### src/dpfm_map.svh
// Purpose: Register offsets, field positions, reset values and counts of the pin-function mux.
// Assumes: Byte addresses on a 32-bit AXI4-Lite bus, one aligned word per register.
// Notes: Definitions only.
`ifndef DPFM_MAP_SVH
`define DPFM_MAP_SVH

`define DPFM_ADDR_W 8
`define DPFM_REG_GPIO_EN 8'h00
`define DPFM_REG_GPIO_DIR 8'h04
`define DPFM_REG_GPIO_OUT 8'h08
`define DPFM_REG_GPIO_IN 8'h0C
`define DPFM_REG_STRAP 8'h10
`define DPFM_REG_NMI 8'h14

`define DPFM_GPIO_EN_RST 16'h0000
`define DPFM_GPIO_DIR_RST 16'h0000
`define DPFM_GPIO_OUT_RST 16'h0000
`define DPFM_EMU_RST 2'h3

`define DPFM_ST_PCI 0
`define DPFM_ST_CELL 1
`define DPFM_ST_SER2 2
`define DPFM_ST_CMUL 3
`define DPFM_ST_EMU 5
`define DPFM_ST_DONE 7
`define DPFM_ST_EMU_RSVD 8
`define DPFM_NMI_FLAG 0

`define DPFM_PIN_QCLK 1
`define DPFM_PIN_SCLK 2
`define DPFM_PIN_S2CLK 8
`define DPFM_PIN_UPPER_LO 9
`define DPFM_QUARTER_DIV 4
`define DPFM_SIXTH_DIV 6
`define DPFM_STRAP_SETTLE 3'h5

`define DPFM_RESP_OKAY 2'h0
`define DPFM_RESP_SLVERR 2'h2

`endif

### src/dpfm_pkg.sv
// Purpose: Types shared by the pin-function mux files.
// Assumes: Constants live in dpfm_map.svh.
// Notes: Codes are written out; only the capture states are one-hot.
package dpfm_pkg;

  typedef enum logic [1:0] {
    DPFM_CAP_SETTLE = 2'h1,
    DPFM_CAP_HELD = 2'h2
  } dpfm_cap_t;

  typedef enum logic [1:0] {
    DPFM_CMUL_BYPASS = 2'h0,
    DPFM_CMUL_X6 = 2'h1,
    DPFM_CMUL_X12 = 2'h2,
    DPFM_CMUL_RSVD = 2'h3
  } dpfm_cmul_t;

  typedef enum logic [1:0] {
    DPFM_EMU_SCAN = 2'h0,
    DPFM_EMU_RSVD1 = 2'h1,
    DPFM_EMU_RSVD2 = 2'h2,
    DPFM_EMU_NORMAL = 2'h3
  } dpfm_emu_t;

endpackage : dpfm_pkg

### src/dpfm_clk_div.sv
// Purpose: Even divider of aclk giving a square clock level.
// Assumes: DIV is even and at least two.
// Notes: Output is a register, low out of reset.
`timescale 1ns/100ps
module dpfm_clk_div #(
  parameter int DIV = 4
) (
  input wire logic aclk,
  input wire logic aresetn,
  output logic clk_out
);
  localparam int HALF = DIV / 2;
  localparam int CW = (HALF > 1) ? $clog2(HALF) : 1;
  localparam logic [CW-1:0] LAST = CW'(HALF - 1);
  logic [CW-1:0] cnt_q;

  if (DIV < 2 || (DIV % 2) != 0) begin : g_chk
    $error("dpfm_clk_div: DIV must be even and at least 2");
  end

  always_ff @(posedge aclk) begin
    if (!aresetn) begin
      cnt_q <= '0;
      clk_out <= 1'b0;
    end else if (cnt_q == LAST) begin
      cnt_q <= '0;
      clk_out <= ~clk_out;
    end else begin
      cnt_q <= cnt_q + CW'(1);
    end
  end
endmodule : dpfm_clk_div

### src/dpfm_pin_mux.sv
// Purpose: Shared-pin function mux with strap capture and AXI4-Lite control.
// Assumes: Single clock aclk at 125 MHz; peripheral-side signals are on aclk.
// Notes: Every output is registered, so pin drive lags its cause by one cycle.
//
// Implementation choices: the address map and register access over AXI4-Lite.
`timescale 1ns/100ps
`include "dpfm_map.svh"

module dpfm_pin_mux #(
  parameter int HPW = 32,
  parameter int SCW = 8,
  parameter int PSW = 2,
  parameter int CSW = 8
) (
  input wire logic aclk,
  input wire logic aresetn,
  input wire logic [`DPFM_ADDR_W-1:0] s_axi_awaddr,
  input wire logic s_axi_awvalid,
  output logic s_axi_awready,
  input wire logic [31:0] s_axi_wdata,
  input wire logic [3:0] s_axi_wstrb,
  input wire logic s_axi_wvalid,
  output logic s_axi_wready,
  output logic [1:0] s_axi_bresp,
  output logic s_axi_bvalid,
  input wire logic s_axi_bready,
  input wire logic [`DPFM_ADDR_W-1:0] s_axi_araddr,
  input wire logic s_axi_arvalid,
  output logic s_axi_arready,
  output logic [31:0] s_axi_rdata,
  output logic [1:0] s_axi_rresp,
  output logic s_axi_rvalid,
  input wire logic s_axi_rready,
  input wire logic pci_select_strap,
  input wire logic cell_port_select_strap,
  input wire logic serial2_select_strap,
  input wire logic [1:0] clock_multiplier_strap,
  input wire logic [1:0] emulation_mode_pins,
  input wire logic nmi_pin,
  input wire logic [15:0] gpio_pin_in,
  output logic [15:0] gpio_pin_out,
  output logic [15:0] gpio_pin_oe,
  input wire logic [6:0] pci_upper_out,
  input wire logic [6:0] pci_upper_oe,
  output logic [6:0] pci_upper_in,
  output logic serial2_ext_clock_in,
  input wire logic [HPW-1:0] hp_pin_in,
  output logic [HPW-1:0] hp_pin_out,
  output logic [HPW-1:0] hp_pin_oe,
  input wire logic [HPW-1:0] host_port_out,
  input wire logic [HPW-1:0] host_port_oe,
  output logic [HPW-1:0] host_port_in,
  input wire logic [HPW-1:0] pci_hp_out,
  input wire logic [HPW-1:0] pci_hp_oe,
  output logic [HPW-1:0] pci_hp_in,
  input wire logic [SCW-1:0] sc_pin_in,
  output logic [SCW-1:0] sc_pin_out,
  output logic [SCW-1:0] sc_pin_oe,
  input wire logic [SCW-1:0] serial_port_one_out,
  input wire logic [SCW-1:0] serial_port_one_oe,
  output logic [SCW-1:0] serial_port_one_in,
  input wire logic [SCW-1:0] cell_sc_out,
  input wire logic [SCW-1:0] cell_sc_oe,
  output logic [SCW-1:0] cell_sc_in,
  input wire logic [PSW-1:0] pci_solo_out,
  input wire logic [PSW-1:0] pci_solo_oe,
  output logic [PSW-1:0] pci_solo_pin_out,
  output logic [PSW-1:0] pci_solo_pin_oe,
  input wire logic [CSW-1:0] cell_solo_out,
  input wire logic [CSW-1:0] cell_solo_oe,
  output logic [CSW-1:0] cell_solo_pin_out,
  output logic [CSW-1:0] cell_solo_pin_oe,
  output logic host_port_enable,
  output logic pci_enable,
  output logic serial_port_one_enable,
  output logic cell_port_enable,
  output logic serial2_enable,
  output logic pci_eeprom_enable,
  output logic [3:0] core_clock_factor,
  output logic boundary_scan_mode,
  output logic emulation_mode,
  output logic nmi_event
);
  import dpfm_pkg::*;

  localparam int SYW = 16 + HPW + SCW + 8;

  if (HPW < 1 || SCW < 1 || PSW < 1 || CSW < 1) begin : g_chk
    $error("dpfm_pin_mux: pin group widths must be at least 1");
  end

  // Pin inputs, synchronised and filtered
  logic [SYW-1:0] sy_in;
  logic [SYW-1:0] sy_out;
  logic [15:0] gp_s;
  logic [HPW-1:0] hp_s;
  logic [SCW-1:0] sc_s;
  logic pci_s;
  logic cell_s;
  logic ser2_s;
  logic [1:0] cmul_s;
  logic [1:0] emu_s;
  logic nmi_s;

  assign sy_in = {gpio_pin_in, hp_pin_in, sc_pin_in, pci_select_strap, cell_port_select_strap,
                  serial2_select_strap, clock_multiplier_strap, emulation_mode_pins, nmi_pin};
  assign {gp_s, hp_s, sc_s, pci_s, cell_s, ser2_s, cmul_s, emu_s, nmi_s} = sy_out;

  dpfm_sync3 #(.W(SYW)) u_sync (
    .aclk(aclk),
    .aresetn(aresetn),
    .d(sy_in),
    .q(sy_out)
  );

  logic qclk;
  logic sclk;

  dpfm_clk_div #(.DIV(`DPFM_QUARTER_DIV)) u_qdiv (
    .aclk(aclk),
    .aresetn(aresetn),
    .clk_out(qclk)
  );
  dpfm_clk_div #(.DIV(`DPFM_SIXTH_DIV)) u_sdiv (
    .aclk(aclk),
    .aresetn(aresetn),
    .clk_out(sclk)
  );

  // Strap capture; the filter needs a few cycles before its output is trusted
  dpfm_cap_t cap_q;
  logic [2:0] settle_q;
  logic pci_q;
  logic cell_q;
  logic ser2_q;
  logic [1:0] cmul_q;
  logic [1:0] emu_q;

  always_ff @(posedge aclk) begin
    if (!aresetn) begin
      cap_q <= DPFM_CAP_SETTLE;
      settle_q <= 3'h0;
      pci_q <= 1'b0;
      cell_q <= 1'b0;
      ser2_q <= 1'b0;
      cmul_q <= 2'h0;
      emu_q <= `DPFM_EMU_RST;
    end else begin
      case (cap_q)
        DPFM_CAP_SETTLE: begin
          settle_q <= settle_q + 3'h1;
          if (settle_q == `DPFM_STRAP_SETTLE) begin
            cap_q <= DPFM_CAP_HELD;
            pci_q <= pci_s;
            cell_q <= cell_s;
            ser2_q <= ser2_s;
            cmul_q <= cmul_s;
            emu_q <= emu_s;
          end
        end
        DPFM_CAP_HELD: cap_q <= DPFM_CAP_HELD;
        default: cap_q <= DPFM_CAP_SETTLE;
      endcase
    end
  end

  // Software registers
  logic [15:0] gp_en_q;
  logic [15:0] gp_dir_q;
  logic [15:0] gp_out_q;
  logic nmi_flag_q;
  logic nmi_prev_q;
  logic aw_held_q;
  logic w_held_q;
  logic [`DPFM_ADDR_W-1:0] awaddr_q;
  logic [31:0] wdata_q;
  logic [3:0] wstrb_q;

  function automatic logic [15:0] dpfm_merge(input logic [15:0] old, input logic [31:0] data,
                                             input logic [3:0] strb);
    logic [15:0] res;
    res = old;
    if (strb[0]) res[7:0] = data[7:0];
    if (strb[1]) res[15:8] = data[15:8];
    return res;
  endfunction : dpfm_merge

  wire aw_hs = s_axi_awvalid && s_axi_awready;
  wire w_hs = s_axi_wvalid && s_axi_wready;
  wire b_hs = s_axi_bvalid && s_axi_bready;
  wire ar_hs = s_axi_arvalid && s_axi_arready;
  wire r_hs = s_axi_rvalid && s_axi_rready;
  wire do_write = aw_held_q && w_held_q && !s_axi_bvalid;
  wire wr_en = do_write && (awaddr_q == `DPFM_REG_GPIO_EN);
  wire wr_dir = do_write && (awaddr_q == `DPFM_REG_GPIO_DIR);
  wire wr_out = do_write && (awaddr_q == `DPFM_REG_GPIO_OUT);
  wire wr_nmi = do_write && (awaddr_q == `DPFM_REG_NMI);
  wire wr_ro = do_write && ((awaddr_q == `DPFM_REG_GPIO_IN) || (awaddr_q == `DPFM_REG_STRAP));
  wire wr_ok = wr_en || wr_dir || wr_out || wr_nmi || wr_ro;
  wire nmi_rise = nmi_s && !nmi_prev_q;
  wire nmi_clr = wr_nmi && wstrb_q[0] && wdata_q[`DPFM_NMI_FLAG];

  // Write channel: address and data taken in either order, one write at a time
  always_ff @(posedge aclk) begin
    if (!aresetn) begin
      s_axi_awready <= 1'b1;
      s_axi_wready <= 1'b1;
      s_axi_bvalid <= 1'b0;
      s_axi_bresp <= `DPFM_RESP_OKAY;
      aw_held_q <= 1'b0;
      w_held_q <= 1'b0;
      awaddr_q <= '0;
      wdata_q <= '0;
      wstrb_q <= '0;
    end else begin
      if (aw_hs) begin
        aw_held_q <= 1'b1;
        awaddr_q <= s_axi_awaddr;
        s_axi_awready <= 1'b0;
      end else if (do_write) begin
        aw_held_q <= 1'b0;
      end else if (b_hs) begin
        s_axi_awready <= 1'b1;
      end
      if (w_hs) begin
        w_held_q <= 1'b1;
        wdata_q <= s_axi_wdata;
        wstrb_q <= s_axi_wstrb;
        s_axi_wready <= 1'b0;
      end else if (do_write) begin
        w_held_q <= 1'b0;
      end else if (b_hs) begin
        s_axi_wready <= 1'b1;
      end
      if (do_write) begin
        s_axi_bvalid <= 1'b1;
        s_axi_bresp <= wr_ok ? `DPFM_RESP_OKAY : `DPFM_RESP_SLVERR;
      end else if (b_hs) begin
        s_axi_bvalid <= 1'b0;
      end
    end
  end

  always_ff @(posedge aclk) begin
    if (!aresetn) begin
      gp_en_q <= `DPFM_GPIO_EN_RST;
      gp_dir_q <= `DPFM_GPIO_DIR_RST;
      gp_out_q <= `DPFM_GPIO_OUT_RST;
      nmi_flag_q <= 1'b0;
      nmi_prev_q <= 1'b0;
    end else begin
      if (wr_en) gp_en_q <= dpfm_merge(gp_en_q, wdata_q, wstrb_q);
      if (wr_dir) gp_dir_q <= dpfm_merge(gp_dir_q, wdata_q, wstrb_q);
      if (wr_out) gp_out_q <= dpfm_merge(gp_out_q, wdata_q, wstrb_q);
      nmi_prev_q <= nmi_s;
      // A new edge wins over a clear in the same cycle
      nmi_flag_q <= nmi_rise | (nmi_flag_q & ~nmi_clr);
    end
  end

  // Read channel
  wire [`DPFM_ADDR_W-1:0] ra = s_axi_araddr;
  wire emu_rsvd = (emu_q == DPFM_EMU_RSVD1) || (emu_q == DPFM_EMU_RSVD2);
  wire [31:0] strap_word = {23'h0, emu_rsvd, (cap_q == DPFM_CAP_HELD), emu_q, cmul_q,
                            ser2_q, cell_q, pci_q};
  wire rd_hit = (ra == `DPFM_REG_GPIO_EN) || (ra == `DPFM_REG_GPIO_DIR)
             || (ra == `DPFM_REG_GPIO_OUT) || (ra == `DPFM_REG_GPIO_IN)
             || (ra == `DPFM_REG_STRAP) || (ra == `DPFM_REG_NMI);
  wire [31:0] rd_word = (ra == `DPFM_REG_GPIO_EN) ? {16'h0, gp_en_q}
                      : (ra == `DPFM_REG_GPIO_DIR) ? {16'h0, gp_dir_q}
                      : (ra == `DPFM_REG_GPIO_OUT) ? {16'h0, gp_out_q}
                      : (ra == `DPFM_REG_GPIO_IN) ? {16'h0, gp_s}
                      : (ra == `DPFM_REG_STRAP) ? strap_word
                      : (ra == `DPFM_REG_NMI) ? {31'h0, nmi_flag_q}
                      : 32'h0;

  always_ff @(posedge aclk) begin
    if (!aresetn) begin
      s_axi_arready <= 1'b1;
      s_axi_rvalid <= 1'b0;
      s_axi_rdata <= 32'h0;
      s_axi_rresp <= `DPFM_RESP_OKAY;
    end else if (ar_hs) begin
      s_axi_arready <= 1'b0;
      s_axi_rvalid <= 1'b1;
      s_axi_rdata <= rd_word;
      s_axi_rresp <= rd_hit ? `DPFM_RESP_OKAY : `DPFM_RESP_SLVERR;
    end else if (r_hs) begin
      s_axi_arready <= 1'b1;
      s_axi_rvalid <= 1'b0;
    end
  end

  // Software-configured pins
  logic [15:0] gp_out_d;
  logic [15:0] gp_oe_d;
  logic [6:0] pci_up_in_d;

  for (genvar i = 0; i < 16; i++) begin : g_pin
    wire gp_drv = gp_en_q[i] && gp_dir_q[i];
    if (i >= `DPFM_PIN_UPPER_LO) begin : g_up
      assign gp_out_d[i] = pci_q ? pci_upper_out[i-`DPFM_PIN_UPPER_LO] : gp_out_q[i];
      assign gp_oe_d[i] = pci_q ? pci_upper_oe[i-`DPFM_PIN_UPPER_LO] : gp_drv;
      assign pci_up_in_d[i-`DPFM_PIN_UPPER_LO] = pci_q & gp_s[i];
    end else if (i == `DPFM_PIN_QCLK) begin : g_q
      assign gp_out_d[i] = gp_en_q[i] ? gp_out_q[i] : qclk;
      assign gp_oe_d[i] = gp_en_q[i] ? gp_drv : 1'b1;
    end else if (i == `DPFM_PIN_SCLK) begin : g_s
      assign gp_out_d[i] = gp_en_q[i] ? gp_out_q[i] : sclk;
      assign gp_oe_d[i] = gp_en_q[i] ? gp_drv : 1'b1;
    end else begin : g_plain
      assign gp_out_d[i] = gp_out_q[i];
      assign gp_oe_d[i] = gp_drv;
    end
  end

  // Strap-owned groups; the deselected side sees zero
  wire ser2_en_d = !(pci_q && !ser2_q);
  wire [3:0] factor_d = (cmul_q == DPFM_CMUL_BYPASS) ? 4'h1
                      : (cmul_q == DPFM_CMUL_X6) ? 4'h6
                      : (cmul_q == DPFM_CMUL_X12) ? 4'hC : 4'h0;

  always_ff @(posedge aclk) begin
    if (!aresetn) begin
      gpio_pin_out <= '0;
      gpio_pin_oe <= '0;
      pci_upper_in <= '0;
      serial2_ext_clock_in <= 1'b0;
      hp_pin_out <= '0;
      hp_pin_oe <= '0;
      host_port_in <= '0;
      pci_hp_in <= '0;
      sc_pin_out <= '0;
      sc_pin_oe <= '0;
      serial_port_one_in <= '0;
      cell_sc_in <= '0;
      pci_solo_pin_out <= '0;
      pci_solo_pin_oe <= '0;
      cell_solo_pin_out <= '0;
      cell_solo_pin_oe <= '0;
      host_port_enable <= 1'b0;
      pci_enable <= 1'b0;
      serial_port_one_enable <= 1'b0;
      cell_port_enable <= 1'b0;
      serial2_enable <= 1'b0;
      pci_eeprom_enable <= 1'b0;
      core_clock_factor <= 4'h0;
      boundary_scan_mode <= 1'b0;
      emulation_mode <= 1'b0;
      nmi_event <= 1'b0;
    end else begin
      gpio_pin_out <= gp_out_d;
      gpio_pin_oe <= gp_oe_d;
      pci_upper_in <= pci_up_in_d;
      serial2_ext_clock_in <= !gp_en_q[`DPFM_PIN_S2CLK] && gp_s[`DPFM_PIN_S2CLK];
      hp_pin_out <= pci_q ? pci_hp_out : host_port_out;
      hp_pin_oe <= pci_q ? pci_hp_oe : host_port_oe;
      host_port_in <= pci_q ? '0 : hp_s;
      pci_hp_in <= pci_q ? hp_s : '0;
      sc_pin_out <= cell_q ? cell_sc_out : serial_port_one_out;
      sc_pin_oe <= cell_q ? cell_sc_oe : serial_port_one_oe;
      serial_port_one_in <= cell_q ? '0 : sc_s;
      cell_sc_in <= cell_q ? sc_s : '0;
      pci_solo_pin_out <= pci_q ? pci_solo_out : '0;
      pci_solo_pin_oe <= pci_q ? pci_solo_oe : '0;
      cell_solo_pin_out <= cell_q ? cell_solo_out : '0;
      cell_solo_pin_oe <= cell_q ? cell_solo_oe : '0;
      host_port_enable <= !pci_q;
      pci_enable <= pci_q;
      serial_port_one_enable <= !cell_q;
      cell_port_enable <= cell_q;
      serial2_enable <= ser2_en_d;
      pci_eeprom_enable <= !ser2_en_d;
      core_clock_factor <= factor_d;
      boundary_scan_mode <= (emu_q == DPFM_EMU_SCAN);
      emulation_mode <= (emu_q == DPFM_EMU_NORMAL);
      nmi_event <= nmi_rise;
    end
  end
endmodule : dpfm_pin_mux

### src/dpfm_sync3.sv
// Purpose: Three-stage pin synchroniser with agreement filter.
// Assumes: Inputs are asynchronous to aclk.
// Notes: Output follows only when stages two and three agree.
`timescale 1ns/100ps
module dpfm_sync3 #(
  parameter int W = 1
) (
  input wire logic aclk,
  input wire logic aresetn,
  input wire logic [W-1:0] d,
  output logic [W-1:0] q
);
  logic [W-1:0] s1_q;
  logic [W-1:0] s2_q;
  logic [W-1:0] s3_q;
  logic [W-1:0] agree;

  if (W < 1) begin : g_chk
    $error("dpfm_sync3: W must be at least 1");
  end

  // First stage feeds only the second
  assign agree = ~(s2_q ^ s3_q);

  always_ff @(posedge aclk) begin
    if (!aresetn) begin
      s1_q <= '0;
      s2_q <= '0;
      s3_q <= '0;
      q <= '0;
    end else begin
      s1_q <= d;
      s2_q <= s1_q;
      s3_q <= s2_q;
      q <= (agree & s3_q) | (~agree & q);
    end
  end
endmodule : dpfm_sync3

### config.mk
export PLATFORM = sky130hd
export DESIGN_NAME = dpfm_pin_mux
export DESIGN_NICKNAME = d
export VERILOG_FILES = /design/src/dpfm_pkg.sv /design/src/dpfm_clk_div.sv /design/src/dpfm_pin_mux.sv /design/src/dpfm_sync3.sv
export VERILOG_INCLUDE_DIRS = /design/src /design/src/src
export SDC_FILE = /design/constraint.sdc
export NUM_CORES = 1
export LEC_CHECK = 0
export BUFFER_PORTS_ARGS = -buffer_cell sky130_fd_sc_hd__buf_2
export CORE_AREA = 2 2 231 233
export DETAILED_ROUTE_END_ITERATION = 6
export DIE_AREA = 0 0 233 235
export HOLD_SLACK_MARGIN = 0.1
export MAX_ROUTING_LAYER = met4
export PLACE_DENSITY_LB_ADDON = 0.1
export SYNTH_ARGS = -nofsm -noshare
export SYNTH_HDL_FRONTEND = slang
export SYNTH_SLANG_ARGS = --single-unit
### constraint.sdc
create_clock -name aclk -period 4.3 [get_ports aclk]
set_clock_uncertainty 0.1 [all_clocks]
set_input_delay 0.86 -clock aclk [delete_from_list [all_inputs] [get_ports aclk]]
set_output_delay 0.86 -clock aclk [all_outputs]
set_load 0.05 [all_outputs]
==> results_dict.tcl <==
set metrics [dict create \
    status "completed" \
    finalPower_mw 12.40 \
    die_w_um 233 \
    crit_buf_inv 1 \
    dieArea_sq_um 54760 \
    cts_inserted_buffers 66 \
    critPathCaptureType "flip-flop" \
    hold_viol_final 0 \
    critPathMaxFanout 25 \
    routed_wl_um 58710 \
    port_buffers 554 \
    synth.distinct_cells 55 \
    insertion_delay_ns 0.59 \
    worstSetupPathType "in -> reg" \
    core_area_sq_um 52240 \
    cts_root_buf "clkbuf_16" \
    num_rows 84 \
    grt_overflow 0 \
    internal-power_mw 9.505 \
    vias 14620 \
    cts_setup_buffers 0 \
    dpl.hpwl_um 43700 \
    slew_headroom_pct 31.88 \
    drt-initial-drc-count 697 \
    clock-sinks 607 \
    cts_tree "done" \
    slowest_delay_ns 0.79 \
    grt_pass1_wl_um 85880 \
    synth_common_cells "dfxtp_1 (607), and2_1 (259), nand2_1 (222), mux2i_1 (139), a21boi_0 (101)" \
    p_leak_nw 11.25 \
    fmax_mhz 419.4 \
    initial_core_util_pct 38.27 \
    power_density_nw_per_um2 486.9 \
    nFillCells 4935 \
    synth_top_area_cell "dfxtp_1" \
    p_clk_share_pct 45.8 \
    htreeDepth 3 \
    synth-edff-count 0 \
    routedWlPerCell_um 18.62 \
    grt_pass1_vias 14110 \
    critPathArrivalTime_ns 2.77 \
    rsz0062_at_grt "false" \
    worst_pin_slew_ns 1.022 \
    multiInputGateArea_sq_um 7252 \
    cp_slowest_cell "or4_1" \
    firstDrtPassIters 5 \
    cap_violations 0 \
    cp.depth 5 \
    fin_crit_ns 2.384 \
    synth_seq_cells 607 \
    cts_buffer_depth 3 \
    yosys-top-cells-area "dfxtp_1 (61%), and2_1 (8.1%), mux2i_1 (7.0%)" \
    synth_area_sq_um 19990 \
    setup_tns_ns 0 \
    peakVddDrop_uv 279.0 \
    detail_route.vias_per_cell 4.637 \
    syn_inst 1876 \
    regArea_sq_um 12160 \
    yosysWarningCount 0 \
    switchingPower_mw 2.894 \
    gp_congestion 0.9266 \
    clk_pin_slew_worst_paths_ns 0.06 \
    final_nets 2728 \
    pwr-share-seq_pct 47.4 \
    io-pin-count 591 \
    ctsResizeCount 0 \
    grt.total_usage_pct 21.54 \
    critPathLaunchType "input pin" \
    setup_viol 0 \
    cts.hold.buffers_added 0 \
    hold_depth 1 \
    synth.avg_cell_area_sq_um 10.66 \
    ant_nets 0 \
    min_period_over_period_pct 55.45 \
    whs_ns 0.3010 \
    synth.most_common_cell "dfxtp_1" \
    syn2layout_area_growth_pct 27.36 \
    p_comb_share_pct 6.8 \
    die_h_um 235 \
    synth_top_area_share_pct 60.78 \
    yosys_most_used_dff "dfxtp_1" \
    grt_max_degree 243 \
    async_reset_ff_share_pct 0 \
    critical_path.top_delay_family "simple AND/OR/NAND/NOR gates" \
    swShare_pct 23.34 \
    layout-drive-gt1-share_pct 28.31 \
    antenna_found_initial 34 \
    drc 0 \
    crit_required_ns 4.68 \
    worstPathCellList "buf_2 > or4_1 > or2_2 > a32oi_1 > a21bo_2" \
    synth-seq-area-share_pct 60.78 \
    worst_hold_path_type "reg -> reg" \
    rr_worst_depth 3 \
    finalMaxSlewViolations 0 \
]
[cells by family after synthesis]
| family | count (synthesis) | synth area share [%] |
|---|---|---|
| simple gates | 704 | 19.36 |
| xor+xnor | 5 | 0.2190 |
| flops | 607 | 60.78 |
| mux | 143 | 7.184 |
| compound gates | 257 | 8.536 |
| other cells | 1 | 0.01876 |
| buf+inv | 149 | 3.279 |
| fa+ha+maj | 10 | 0.6258 |
[stage by stage]
stage          area (sq um)  setup slack, ns  instances  utilization (%)
6_report              25460            1.916       3154            48.75
5_1_grt               25460            1.753       3153            48.74
4_1_cts               25430            1.929       3139            48.68
3_5_place_dp          23240            1.309       3021            44.49
3_3_place_gp          23240            1.349       3021            44.49
2_1_floorplan         20060            2.010       1893                -
[layout make-up]
cell class	instances	share of cell area, %
flip-flops and latches	607	47.74
multi-input cells	1137	28.48
repair buffers	566	11.33
clock buffers	90	7.277
well taps	688	3.381
clock inverters	28	1.302
inverters	23	0.3390
diodes	15	0.1474
[per-layer routing]
layer	part of all wire [%]	global-route usage [%]
met1	39	23.08
met2	52	38.51
met3	5.2	4.381
met4	3.2	8.628
met5	0	-
[cell usage in the layout (no fill, tap or decap), drive strengths merged, types with 19 or more instances in the layout]
cell type  synthesis  final
nand2            222    222
buf               42    566
and3              77     77
o21ai             90     90
inv               23     30
a21boi           101    101
mux2i            139    139
nor2b             97     97
a21oi             19     19
dfxtp            607    607
clkbuf            84     90
and2             259    259
[power by group through the flow]
stage	sequential [mW]	combinational (mW)	clock (mW)
finish	5.88	0.848	5.67
CTS	5.88	0.859	5.83
floorplan	6.18	0.371	0
global placement	6.00	0.840	0
detailed placement	6.00	0.856	0
global route	5.89	0.929	6.07
[worst paths after layout]
kind / from / endpoint / slack (ns)
setup reg to reg: awaddr_q[0] / gp_out_q[1] / 1.95
hold reg to reg: nmi_prev_q / nmi_event / 0.30
setup / recovery: s_axi_araddr[3] / s_axi_rdata[0] / 1.92
hold / removal: nmi_prev_q / nmi_event / 0.30
No activity file was read; power rests on OpenSTA's default activity.
